[src/include/hbi_defs.vh]
/*
 * Constants of the host bus interface and internal bus arbiter:
 * register offsets, field positions, reset values, mode codes and bus commands.
 * Assumes inclusion by bare name from the design files under core/.
 */
`ifndef HBI_DEFS_VH
`define HBI_DEFS_VH

// Global registers (byte addresses)
`define OFF_CONFIG 8'h00
`define OFF_STATUS 8'h04
`define OFF_INT_CLEAR 8'h08
`define OFF_INT_ENABLE 8'h0c
`define OFF_MODE 8'h10

// Per-core register sets: base plus core index times stride
`define OFF_CORE_BASE 8'h40
`define CORE_REGION_MASK 8'hc0
`define OFF_CORE_CTRL 4'h0
`define OFF_RX_CHAN_EN 4'h4
`define OFF_TX_CHAN_EN 4'h8
`define OFF_XFER_COUNT 4'hc

// Fields
`define CFG_BURST_EN_BIT 0
`define CTRL_CORE_EN_BIT 0
`define ST_DONE_BIT 0
`define ST_REFUSED_BIT 1
`define ST_BITS_PER_CORE 2

// Reset values
`define CONFIG_RESET 32'h0000_0001
`define CTRL_RESET 32'h0000_0001
`define CHAN_EN_RESET 32'hffff_ffff
`define STATUS_RESET 8'h00
`define INT_ENABLE_RESET 8'h00

// Mode select pin codes
`define MODE_PCI 2'h0
`define MODE_DEMULTIPLEXED_BUS_MODE 2'h1

// Host bus command nibbles for PCI mode
`define CMD_MEM_READ 4'h6
`define CMD_MEM_WRITE 4'h7
`define CMD_MEM_READ_MULT 4'hc

`endif

[src/core/rr_arbiter.v]
/*
 * Round-robin arbiter with a registered one-hot grant held until the
 * granted transfer ends. Assumes requests stay high until granted.
 */
`timescale 1ns/1ps
module rr_arbiter #(
    parameter N = 4,
    parameter W = 2
)(
    input wire mclk, // System clock
    input wire sys_rst, // Asynchronous reset, active high
    input wire [N-1:0] req, // Request per master
    input wire xfer_end, // Granted transfer has ended
    output reg [N-1:0] gnt // One-hot grant
);
    reg [W-1:0] ptr_reg;
    reg [W-1:0] gnt_idx_reg;
    reg [N-1:0] pick;
    reg [W-1:0] pick_idx;
    reg found;
    integer i;
    integer k;

    // First requester at or after the priority pointer
    always @*
    begin
        pick = {N{1'b0}};
        pick_idx = {W{1'b0}};
        found = 1'b0;
        k = 0;
        for (i = 0; i < N; i = i + 1)
        begin
            k = (ptr_reg + i) % N;
            if (!found && req[k])
            begin
                pick[k] = 1'b1;
                pick_idx = k[W-1:0];
                found = 1'b1;
            end
        end
    end

    always @(posedge mclk or posedge sys_rst)
    begin
        if (sys_rst)
        begin
            gnt <= {N{1'b0}};
            ptr_reg <= {W{1'b0}};
            gnt_idx_reg <= {W{1'b0}};
        end
        else if (gnt != {N{1'b0}})
        begin
            if (xfer_end)
            begin
                gnt <= {N{1'b0}};
                ptr_reg <= gnt_idx_reg + 1'b1;
            end
        end
        else if (found)
        begin
            gnt <= pick;
            gnt_idx_reg <= pick_idx;
        end
    end
endmodule // rr_arbiter

[src/core/host_bus_interface_arbiter.v]
/*
 * Global host-side logic: round-robin access of four DMA masters to the
 * internal bus, a host bus master engine for PCI or demultiplexed mode,
 * and the Wishbone register slave with per-core sets and a shared status.
 * Assumes DMA masters run on mclk; host bus pins are asynchronous inputs.
 */
`timescale 1ns/1ps
`include "hbi_defs.vh"

// Operation
// - Round-robin arbiter shares the internal bus fairly among four DMA masters.
// - Internal bus is 32-bit synchronous; payload data moves as single accesses.
// - Descriptor transfers use burst transactions on the internal bus.
// - Two mode-select pins choose PCI or demultiplexed host bus operation.
// - In demultiplexed mode one write-not-read signal replaces the command nibble.
// - As burst master only the start address is driven; target advances it.
// - Clearing the burst-enable bit stops burst master transactions.
// - Every payload and descriptor transfer is done with the device as master.
// - Host software reaches any register of any core as bus slave.
// - Four identical per-core register sets, differing only by offset.
// - One shared status register records events of all four cores.
// - Each core has 32 receive and 32 transmit DMA channels.
module host_bus_interface_arbiter #(
    parameter NCORE = 4,
    parameter NCHAN = 32,
    parameter LENW = 3
)(
    input wire mclk, // System clock, 50 MHz
    input wire sys_rst, // Asynchronous reset, active high
    input wire wb_cyc_i, // Wishbone cycle
    input wire wb_stb_i, // Wishbone strobe
    input wire wb_we_i, // Wishbone write enable
    input wire [7:0] wb_adr_i, // Wishbone byte address
    input wire [3:0] wb_sel_i, // Wishbone byte selects
    input wire [31:0] wb_dat_i, // Wishbone write data
    output reg [31:0] wb_dat_o, // Wishbone read data
    output reg wb_ack_o, // Wishbone acknowledge
    output wire irq, // Level interrupt
    input wire [NCORE-1:0] dma_req, // DMA master requests
    input wire [NCORE-1:0] dma_we, // Request is a write to host memory
    input wire [NCORE-1:0] dma_desc, // Request moves a descriptor
    input wire [NCORE-1:0] dma_dir_tx, // Channel direction: 1 transmit
    input wire [NCORE*5-1:0] dma_chan, // Channel number per master
    input wire [NCORE*LENW-1:0] dma_len, // Words minus one per master
    input wire [NCORE*32-1:0] dma_addr, // Start address per master
    input wire [NCORE*32-1:0] dma_wdata, // Write word per master
    output wire [NCORE-1:0] dma_gnt, // Internal bus grant
    output reg [NCORE-1:0] dma_wnext, // Write word taken, present next
    output reg [NCORE-1:0] dma_rvalid, // Read word valid on dma_rdata
    output reg [31:0] dma_rdata, // Read word
    output reg [NCORE-1:0] dma_done, // Transfer finished
    output reg [NCORE-1:0] dma_refused, // Transfer refused, channel or core off
    input wire [1:0] bus_mode_select_pins, // Host bus mode select
    output wire demultiplexed_bus_mode, // Demultiplexed mode in force
    output reg host_req, // Host bus transaction frame
    output reg host_dstb, // Host bus data strobe
    output reg [31:0] host_addr, // Start address of the transaction
    output reg [3:0] host_cbe, // Command nibble, PCI mode only
    output reg host_wr_n_rd, // Direction, demultiplexed mode
    output reg host_burst, // Transaction is a burst
    output reg host_last, // Current word is the last
    output reg [31:0] host_wdata, // Host write data
    input wire host_ack, // Host word acknowledge, four-phase
    input wire [31:0] host_rdata // Host read data
);
    localparam S_IDLE = 4'b0001;
    localparam S_START = 4'b0010;
    localparam S_WORD = 4'b0100;
    localparam S_GAP = 4'b1000;

    reg [1:0] mode_meta_reg;
    reg [1:0] mode_reg;
    reg ack_meta_reg;
    reg ack_reg;
    reg [31:0] rdat_meta_reg;
    reg [31:0] rdat_reg;

    reg [31:0] config_reg;
    reg [7:0] status_reg;
    reg [7:0] status_next;
    reg [7:0] int_enable_reg;
    reg [31:0] ctrl_reg [0:NCORE-1];
    reg [31:0] rx_en_reg [0:NCORE-1];
    reg [31:0] tx_en_reg [0:NCORE-1];
    reg [15:0] count_reg [0:NCORE-1];

    reg [3:0] state_reg;
    reg [1:0] cur_reg;
    reg cur_we_reg;
    reg [LENW-1:0] left_reg;
    reg xfer_end;
    reg [31:0] wmask;
    reg [31:0] rd_val;
    reg [1:0] gidx;
    reg chan_ok;
    reg want_burst;
    integer c;

    wire wb_req = wb_cyc_i & wb_stb_i & ~wb_ack_o;
    wire wb_wr = wb_req & wb_we_i;
    wire core_hit = (wb_adr_i & `CORE_REGION_MASK) == `OFF_CORE_BASE;
    wire [1:0] core_idx = wb_adr_i[5:4];
    wire [3:0] core_off = wb_adr_i[3:0];
    wire burst_en = config_reg[`CFG_BURST_EN_BIT];

    assign demultiplexed_bus_mode = (mode_reg == `MODE_DEMULTIPLEXED_BUS_MODE);
    assign irq = |(status_reg & int_enable_reg);

    rr_arbiter #(
        .N(NCORE),
        .W(2)
    ) u_arb (
        .mclk(mclk),
        .sys_rst(sys_rst),
        .req(dma_req),
        .xfer_end(xfer_end),
        .gnt(dma_gnt)
    );

    // Pin inputs pass two flip-flops
    always @(posedge mclk or posedge sys_rst)
    begin
        if (sys_rst)
        begin
            {mode_meta_reg, mode_reg, ack_meta_reg, ack_reg} <= 6'h0;
            {rdat_meta_reg, rdat_reg} <= 64'h0;
        end
        else
        begin
            mode_meta_reg <= bus_mode_select_pins;
            mode_reg <= mode_meta_reg;
            {rdat_meta_reg, ack_meta_reg} <= {host_rdata, host_ack};
            {rdat_reg, ack_reg} <= {rdat_meta_reg, ack_meta_reg};
        end
    end

    // Granted master and the check of its channel enable
    always @*
    begin
        gidx = 2'h0;
        for (c = 0; c < NCORE; c = c + 1)
        begin
            if (dma_gnt[c])
            begin
                gidx = c[1:0];
            end
        end
        chan_ok = dma_dir_tx[gidx] ? tx_en_reg[gidx][dma_chan[gidx*5 +: 5]]
            : rx_en_reg[gidx][dma_chan[gidx*5 +: 5]];
        chan_ok = chan_ok & ctrl_reg[gidx][`CTRL_CORE_EN_BIT];
        // Payload always single; descriptors burst only when allowed
        want_burst = dma_desc[gidx] & burst_en & (dma_len[gidx*LENW +: LENW] != 0);
    end

    // Host bus master engine
    always @(posedge mclk or posedge sys_rst)
    begin
        if (sys_rst)
        begin
            state_reg <= S_IDLE;
            cur_reg <= 2'h0;
            cur_we_reg <= 1'b0;
            left_reg <= {LENW{1'b0}};
            xfer_end <= 1'b0;
            {host_req, host_dstb, host_wr_n_rd, host_burst, host_last} <= 5'h0;
            {host_addr, host_wdata, dma_rdata} <= 96'h0;
            host_cbe <= 4'h0;
            {dma_wnext, dma_rvalid, dma_done, dma_refused} <= {4*NCORE{1'b0}};
        end
        else
        begin
            xfer_end <= 1'b0;
            {dma_wnext, dma_rvalid, dma_done, dma_refused} <= {4*NCORE{1'b0}};
            case (state_reg)
                S_IDLE:
                begin
                    if (dma_gnt != {NCORE{1'b0}} && !xfer_end)
                    begin
                        cur_reg <= gidx;
                        cur_we_reg <= dma_we[gidx];
                        left_reg <= dma_len[gidx*LENW +: LENW];
                        host_addr <= dma_addr[gidx*32 +: 32];
                        host_burst <= want_burst;
                        if (chan_ok)
                        begin
                            state_reg <= S_START;
                        end
                        else
                        begin
                            dma_refused[gidx] <= 1'b1;
                            dma_done[gidx] <= 1'b1;
                            xfer_end <= 1'b1;
                        end
                    end
                end
                S_START:
                begin
                    // Device acts as master for every data and descriptor move
                    host_req <= 1'b1;
                    host_dstb <= 1'b1;
                    host_wr_n_rd <= cur_we_reg;
                    host_cbe <= demultiplexed_bus_mode ? 4'h0 :
                        cur_we_reg ? `CMD_MEM_WRITE :
                        host_burst ? `CMD_MEM_READ_MULT : `CMD_MEM_READ;
                    host_last <= (left_reg == 0) | ~host_burst;
                    host_wdata <= dma_wdata[cur_reg*32 +: 32];
                    state_reg <= S_WORD;
                end
                S_WORD:
                begin
                    if (ack_reg)
                    begin
                        host_dstb <= 1'b0;
                        if (cur_we_reg)
                        begin
                            dma_wnext[cur_reg] <= 1'b1;
                        end
                        else
                        begin
                            dma_rdata <= rdat_reg;
                            dma_rvalid[cur_reg] <= 1'b1;
                        end
                        state_reg <= S_GAP;
                    end
                end
                S_GAP:
                begin
                    if (!ack_reg)
                    begin
                        if (left_reg == 0)
                        begin
                            host_req <= 1'b0;
                            host_last <= 1'b0;
                            dma_done[cur_reg] <= 1'b1;
                            xfer_end <= 1'b1;
                            state_reg <= S_IDLE;
                        end
                        else if (host_burst)
                        begin
                            // Address is not driven again within a burst
                            left_reg <= left_reg - 1'b1;
                            host_dstb <= 1'b1;
                            host_last <= (left_reg == 1);
                            host_wdata <= dma_wdata[cur_reg*32 +: 32];
                            state_reg <= S_WORD;
                        end
                        else
                        begin
                            // Split into single transactions, each with its own address
                            left_reg <= left_reg - 1'b1;
                            host_req <= 1'b0;
                            host_addr <= host_addr + 32'h4;
                            state_reg <= S_START;
                        end
                    end
                end
                default:
                begin
                    state_reg <= S_IDLE;
                    host_req <= 1'b0;
                    host_dstb <= 1'b0;
                end
            endcase
        end
    end

    // Sticky status: hardware set wins over a software clear
    always @*
    begin
        status_next = status_reg;
        if (wb_wr && wb_adr_i == `OFF_INT_CLEAR && wb_sel_i[0])
        begin
            status_next = status_next & ~wb_dat_i[7:0];
        end
        for (c = 0; c < NCORE; c = c + 1)
        begin
            if (dma_done[c] && !dma_refused[c])
            begin
                status_next[c*`ST_BITS_PER_CORE + `ST_DONE_BIT] = 1'b1;
            end
            if (dma_refused[c])
            begin
                status_next[c*`ST_BITS_PER_CORE + `ST_REFUSED_BIT] = 1'b1;
            end
        end
    end

    always @*
    begin
        wmask = {{8{wb_sel_i[3]}}, {8{wb_sel_i[2]}}, {8{wb_sel_i[1]}}, {8{wb_sel_i[0]}}};
        rd_val = 32'h0;
        if (core_hit)
        begin
            case (core_off)
                `OFF_CORE_CTRL: rd_val = ctrl_reg[core_idx];
                `OFF_RX_CHAN_EN: rd_val = rx_en_reg[core_idx];
                `OFF_TX_CHAN_EN: rd_val = tx_en_reg[core_idx];
                `OFF_XFER_COUNT: rd_val = {16'h0, count_reg[core_idx]};
                default: rd_val = 32'h0;
            endcase
        end
        else
        begin
            case (wb_adr_i)
                `OFF_CONFIG: rd_val = config_reg;
                `OFF_STATUS: rd_val = {24'h0, status_reg};
                `OFF_INT_ENABLE: rd_val = {24'h0, int_enable_reg};
                `OFF_MODE: rd_val = {30'h0, mode_reg};
                default: rd_val = 32'h0;
            endcase
        end
    end

    // Wishbone slave and register file
    always @(posedge mclk or posedge sys_rst)
    begin
        if (sys_rst)
        begin
            wb_ack_o <= 1'b0;
            wb_dat_o <= 32'h0;
            config_reg <= `CONFIG_RESET;
            status_reg <= `STATUS_RESET;
            int_enable_reg <= `INT_ENABLE_RESET;
            for (c = 0; c < NCORE; c = c + 1)
            begin
                ctrl_reg[c] <= `CTRL_RESET;
                rx_en_reg[c] <= `CHAN_EN_RESET;
                tx_en_reg[c] <= `CHAN_EN_RESET;
                count_reg[c] <= 16'h0;
            end
        end
        else
        begin
            wb_ack_o <= wb_req;
            if (wb_req && !wb_we_i)
            begin
                wb_dat_o <= rd_val;
            end
            status_reg <= status_next;
            for (c = 0; c < NCORE; c = c + 1)
            begin
                count_reg[c] <= count_reg[c] + {15'h0, dma_done[c] & ~dma_refused[c]};
            end
            if (wb_wr && core_hit)
            begin
                case (core_off)
                    `OFF_CORE_CTRL:
                        ctrl_reg[core_idx] <= (ctrl_reg[core_idx] & ~wmask) | (wb_dat_i & wmask);
                    `OFF_RX_CHAN_EN:
                        rx_en_reg[core_idx] <= (rx_en_reg[core_idx] & ~wmask) | (wb_dat_i & wmask);
                    `OFF_TX_CHAN_EN:
                        tx_en_reg[core_idx] <= (tx_en_reg[core_idx] & ~wmask) | (wb_dat_i & wmask);
                    default:
                        config_reg <= config_reg;
                endcase
            end
            else if (wb_wr)
            begin
                case (wb_adr_i)
                    `OFF_CONFIG:
                        config_reg <= (config_reg & ~wmask) | (wb_dat_i & wmask);
                    `OFF_INT_ENABLE:
                        int_enable_reg <= wb_sel_i[0] ? wb_dat_i[7:0] : int_enable_reg;
                    default:
                        config_reg <= config_reg;
                endcase
            end
        end
    end
endmodule // host_bus_interface_arbiter

[config.mk]
export PLATFORM = sky130hd
export DESIGN_NAME = host_bus_interface_arbiter
export DESIGN_NICKNAME = d
export VERILOG_FILES = /design/src/core/rr_arbiter.v /design/src/core/host_bus_interface_arbiter.v
export VERILOG_INCLUDE_DIRS = /design/src /design/src/include
export SDC_FILE = /design/constraint.sdc
export NUM_CORES = 2
export LEC_CHECK = 0
export BUFFER_PORTS_ARGS = -buffer_cell sky130_fd_sc_hd__buf_2
export CAP_MARGIN = 15
export CORE_MARGIN = 5
export CORE_UTILIZATION = 45
export DETAILED_ROUTE_END_ITERATION = 16
export GPL_ROUTABILITY_DRIVEN = 0
export PLACE_DENSITY_LB_ADDON = 0.12
export SLEW_MARGIN = 20
export SYNTH_ARGS = -nofsm -noshare
export SYNTH_HDL_FRONTEND = slang
export SYNTH_SLANG_ARGS = --single-unit
export TNS_END_PERCENT = 20
[constraint.sdc]
create_clock -name mclk -period 25.3 [get_ports mclk]
set_input_delay 2.53 -clock mclk [delete_from_list [all_inputs] [get_ports mclk]]
set_output_delay 2.53 -clock mclk [all_outputs]
set_load 0.005 [all_outputs]
* After elaboration in Yosys (flattened, before gate mapping)
Cells that the tools add are included.
Operators by class: bitwise operators 40, reductions and logical operators 63, multiply operators 2, add/sub/neg operators 10, divide/modulo/power cells 0, shift-type cells 4, equal/unequal tests 24, $lt $le $gt $ge 16, multiplexer cells 140
Operators with widths (number):
- 32-bit 2-to-1 mux | 19
- 32-bit binary-select mux with 2-bit select | 6
- 128-bit bitwise mux | 3
- 32-bit case mux with 4 select lines | 2
- 128-bit by 8-bit indexed part select with 32-bit output | 2
- 32-bit AND | 5
- 32-bit bitwise OR | 4
- 32-bit case mux with 2 select lines | 2
- 4-bit 2-to-1 mux | 25
- 16-bit by 1-bit adder with 16-bit output | 4
- 32-bit demux with 2-bit select | 1
- 1-bit 2-to-1 mux | 45
- 32-bit by 3-bit adder with 32-bit output, second input constant | 1
- 16-bit binary-select mux with 2-bit select | 1
- 16-bit 2-to-1 mux | 2
- 32-bit NOT | 1
- 2-bit nonzero test | 11
- 20-bit by 6-bit indexed part select with 5-bit output | 1
- 1-bit logical AND | 19
- 2-bit by 3-bit less-than comparator with 1-bit output, second input constant | 6
- 8-bit AND | 2
- 8-bit by 4-bit == test with 1-bit output, second input constant | 2
- 2-bit != test, second input constant | 8
- 4-bit case mux with 4 select lines | 1
- 48 further kinds | 126
Word-level totals: bits in read-only memories 0, output and inout port bits 160, bits in registers 739, bits of input ports 388, latch bits 0, memories 0, bits in writable memories 0, logic and storage cells 354

* Longest topological paths before layout
word-level depth 14, depth in mapped cells 12, mapped depth without buffers 9

* By module
Synthesis repeated with hierarchy kept, for this count alone.
Unflattened totals: cells, all modules 3475, area, all modules 36826.6 µm²
By module, submodules not included:
- host_bus_interface_arbiter | cells each 3401, area each 36068.3 µm², instances 1, sequential area each 18620.4 µm²
- rr_arbiter | cells each 74, area each 758.2 µm², instances 1, sequential area each 200.2 µm²

* Worst setup path after synthesis
OpenSTA, ideal clock, no wires.
path kind input-to-reg, start in wb_adr_i[5], end reg wb_dat_o[1], stages on the path 7, library setup time 0.119 ns, data required time 25.181 ns, arrival time 4.536 ns, slack 20.645 ns, path buffers 3, cells stage by stage buf_2 buf_1 clkbuf_1 mux4_2 a221oi_1 o2111ai_1 o21a_1
Between the ends: cells in the longest elaborated chain, start to end 6, elaborated cells on any way between the ends 20, classes of those cells 3 x eq/ne; 15 x mux; 1 x bitwise; 1 x reduce/logical
Ends and longest elaborated chain:
- start: declaration | RTL line host_bus_interface_arbiter.v:33 | input wire [7:0] wb_adr_i,
- 2-bit NOT with 3-bit output (not written as such)
- 16-bit binary-select mux with 2-bit select (tied with other cells) | RTL line host_bus_interface_arbiter.v:298 | `OFF_XFER_COUNT: rd_val = {16'h0, count_reg[core_idx]};
- 16-bit 2-to-1 mux (not written as such) (tied with other cells) (2 in a row) | RTL line host_bus_interface_arbiter.v:298
- 32-bit case mux with 4 select lines | RTL line host_bus_interface_arbiter.v:294 | case (core_off)
- 32-bit 2-to-1 mux * | RTL line host_bus_interface_arbiter.v:292 | if (core_hit)
- end signal: assignment | RTL line host_bus_interface_arbiter.v:337 | wb_dat_o <= rd_val;
- end: declaration | RTL line host_bus_interface_arbiter.v:36 | output reg [31:0] wb_dat_o,
Mark *: on every way between the ends. The rest lies on a longest branch, timed or not. The select of a mux whose other input is x is not followed. A chain may end at the register's enable or synchronous reset.

* Final worst setup path
start in wb_adr_i[4], end reg wb_dat_o[21]
Between the ends: cells in the longest elaborated chain, start to end 6, elaborated cells on any way between the ends 17, classes of those cells 3 x eq/ne; 12 x mux; 1 x bitwise; 1 x reduce/logical
Ends and longest elaborated chain (RTL line):
- 2-bit NOT with 3-bit output (not written as such) | host_bus_interface_arbiter.v:295, host_bus_interface_arbiter.v:296, host_bus_interface_arbiter.v:297
- 32-bit binary-select mux with 2-bit select, on equally long branches | host_bus_interface_arbiter.v:297, host_bus_interface_arbiter.v:295, host_bus_interface_arbiter.v:296
- 32-bit 2-to-1 mux, on equally long branches (2 in a row) | host_bus_interface_arbiter.v:297, host_bus_interface_arbiter.v:295, host_bus_interface_arbiter.v:296
- 32-bit case mux with 4 select lines | host_bus_interface_arbiter.v:294
- 32-bit 2-to-1 mux * | host_bus_interface_arbiter.v:292
Marked as above.

==> summary.md <==
| Metric | Value |
|---|---|
| Status | complete, no violations |
| Initial antenna violation count | 19 |
| CP Class | in2reg |
| Post-synthesis xor/xnor area fraction | 0.0136 |
| Setup-failing EPs final | 0 |
| Worst-path clk slew | 0.06 ns |
| Number of buffers created by CTS | 84 |
| Root Driver | clkbuf_16 |
| Register share of total power | 0.380 |
| Clk sinks | 739 |
| RSZ-0062 raised after global routing | no |
| Critical path arrival | 5.84 ns |
| Hold WS | 0.346 ns |
| Worst Path Max Fanout | 45 |
| Final nets | 4229 |
| Pwr/cell area | 85.1 mW/mm2 |
| Largest family of logic cells by synthesized area | multiplexers |
| CTS tree | built |
| Simple-Gate Fraction of Synth Area | 0.106 |
| CP Data Required Time | 25.80 ns |
| Cell area after synthesis | 0.0368 mm2 |
| Tmin final | 5.34 ns |
| Die Span Y | 296 um |
| Starting density of the core | 0.456 |
| Critical path buffers and inverters | 3 |
| Port bufs | 547 |
| Via count | 29081 |
| Stages on the worst setup path | 8 |
| Crit-path cells | buf_6 -> buf_4 -> buf_4 -> mux4_2 -> a22oi_1 -> a21oi_1 -> a21oi_1 -> a21oi_1 |
| Detailed Routing Iterations Pass 1 | 5 |
| Most common cell after layout, fill and taps aside | buf_2 |
| Synth cell types | 74 |
| CP max-delay cell | buf_4 |
| Post-synthesis compound-gate area fraction | 0.153 |
| Syn-to-layout area delta | 18.0% |
| Global-route wire length before repair | 184000 um |
| Final setup TNS | 0 ns |
| Max-slew violation count | 0 |
| Post-Syn Instances | 3378 |
| Post-DR vias/cell | 5.87 |
| Setup skew after layout | 0.0349 ns |
| Clock power share | 0.349 |
| Most frequent cells in the layout | buf_2 (545), dfrtp_1 (472), a21oi_1 (451), nor2_1 (435), dfstp_2 (262) |
| Post-CTS Setup Inserts | 0 |
| Post-route total power | 3700 uW |
| Num rows | 104 |
| Post-DP HPWL | 86700 um |
| Worst IR Drop VDD | 0.0793 mV |
| Dpl cells | 4796 |
| Wirelength, routed | 125000 um |
| Core area | 0.0808 mm2 |
| Net Count, Synth | 3785 |
| DRT iter0 DRCs | 2150 |
| Ports | 548 |
| Type of origin of the critical path | input pin |
| Ys flop type | dfrtp_1 |
| Top delay family on crit path | buffers and inverters |
| Switching Fraction | 0.342 |
| Combinational share of power | 0.270 |
| Final number of hold-violating endpoints | 0 |
| Maximum clock rate | 0.187 GHz |
| Ys async rst share | 1.00 |
| Hold Buf Count CTS | 0 |
| Final ANT Viol Nets | 0 |
| Die W | 296 um |
| Largest net degree at the start of global routing | 138 |
| Power Internal | 2430 uW |
| Die Area | 0.0876 mm2 |
| Relative slew margins | 0.212 |
| Least-Margin Pin Slew | 1.18 ns |
| Reg area | 0.0188 mm2 |
| Post-synthesis adder-cell area fraction | 0.00646 |
| Vias in the first global route | 28336 |
| Sequential-to-total area share from yosys stat | 0.511 |
| Detailed-route DRC error count | 0 |
| PostCTS Resize Cnt | 0 |
| Layout cells sized above 1 | 0.344 |
| Post-DR wirelength/cell | 25.2 um |
| Leak pwr | 0.0189 uW |
| Post-synth EDFFs | 0 |
| Delay of the slowest cell on the worst path | 0.83 ns |
| Hold depth | 0 |
| Most frequent CP cell | a21oi_1 |
| Htree depth | 3 |
| Fillcell total | 7172 |
| Worst setup EP type | register |
| Fin crit share | 0.211 |
| GRT overflow | 0 |
| Clk buf depth | 3 |
| Finished Layout Cells | 4957 |
| Flops & latches, synth | 739 |
| R2R depth | 11 |
| Clock Latency Late Sink | 0.67 ns |
| Post-synthesis area per instance | 10.9 um2 |
| HP Class | reg2reg |
| Total GRT Usage | 0.275 |
| Max cap viols | 0 |
| Multiplexer share of the synthesized area | 0.181 |
| Area of the multi-input gates | 0.0171 mm2 |
| Psw | 1270 uW |
| Synth warn | 0 |
[per-stage QoR]
| step | setup slack [ns] | util | cell area [um2] |
|---|---|---|---|
| final | 19.96 | 0.537 | 43400 |
| after global routing | 19.73 | 0.537 | 43400 |
| after CTS | 19.95 | 0.537 | 43400 |
| after detailed placement | 19.26 | 0.501 | 40500 |
| after global placement | 19.30 | 0.501 | 40500 |
| after floorplan | 2.47 | - | 36800 |
[per-layer routing]
metal,share of wire,global-route usage
met5,0.00031,0
met4,0.025,0.0735
met3,0.073,0.0651
met2,0.46,0.419
met1,0.44,0.399
[power by group through the flow]
stage          combinational [uW]  clock (uW)  sequential, uW
2_1_floorplan                 661           0            1360
3_3_place_gp                  987           0            1420
3_5_place_dp                  995           0            1420
4_1_cts                       997        1320            1410
5_1_grt                      1080        1360            1420
6_report                      999        1290            1410
[final timing paths]
check                      slack (ns)           endpoint              from
max                             19.96       wb_dat_o[21]       wb_adr_i[4]
min                              0.35        rdat_reg[9]  rdat_meta_reg[9]
max reg2reg                     20.38        dma_done[2]      u_arb.gnt[3]
min reg2reg                      0.35        rdat_reg[9]  rdat_meta_reg[9]
max in group asynchronous       20.33       ctrl_reg[92]           sys_rst
min in group asynchronous        1.95  rdat_meta_reg[16]           sys_rst
[synthesized netlist by cell type (34+ instances only)]
master / number / area [um2]
mux4_2: 147 / 3310
a21oi_1: 453 / 2270
nor2_1: 447 / 1680
mux2_2: 143 / 1610
nor2b_1: 35 / 219
buf_1: 34 / 128
nand3_1: 42 / 210
nand2_1: 241 / 905
dfstp_2: 262 / 6880
o21ai_0: 168 / 841
xnor2_1: 38 / 333
mux2i_1: 171 / 1710
nand2b_1: 34 / 213
a221oi_1: 35 / 307
dfrtp_1: 477 / 11900
a22oi_1: 99 / 743
clkbuf_1: 168 / 631
[area by class of cell]
cell class	count	area share
clock buffers	118	0.0548
flip-flops and latches	739	0.434
well taps	1060	0.0305
clock inverters	35	0.0129
multi-input cells	2379	0.393
diodes	8	0.000461
inverters	17	0.00164
repair buffers	601	0.0730
[cells by family after synthesis]
logic type,after synthesis
AOI/OAI and AO/OA,937
buffers and inverters,260
xor gates and xnor gates,57
muxes,462
DFF,739
adders and majority gates,19
and+or+nand+nor,904
(Power assumes the default switching activity.)
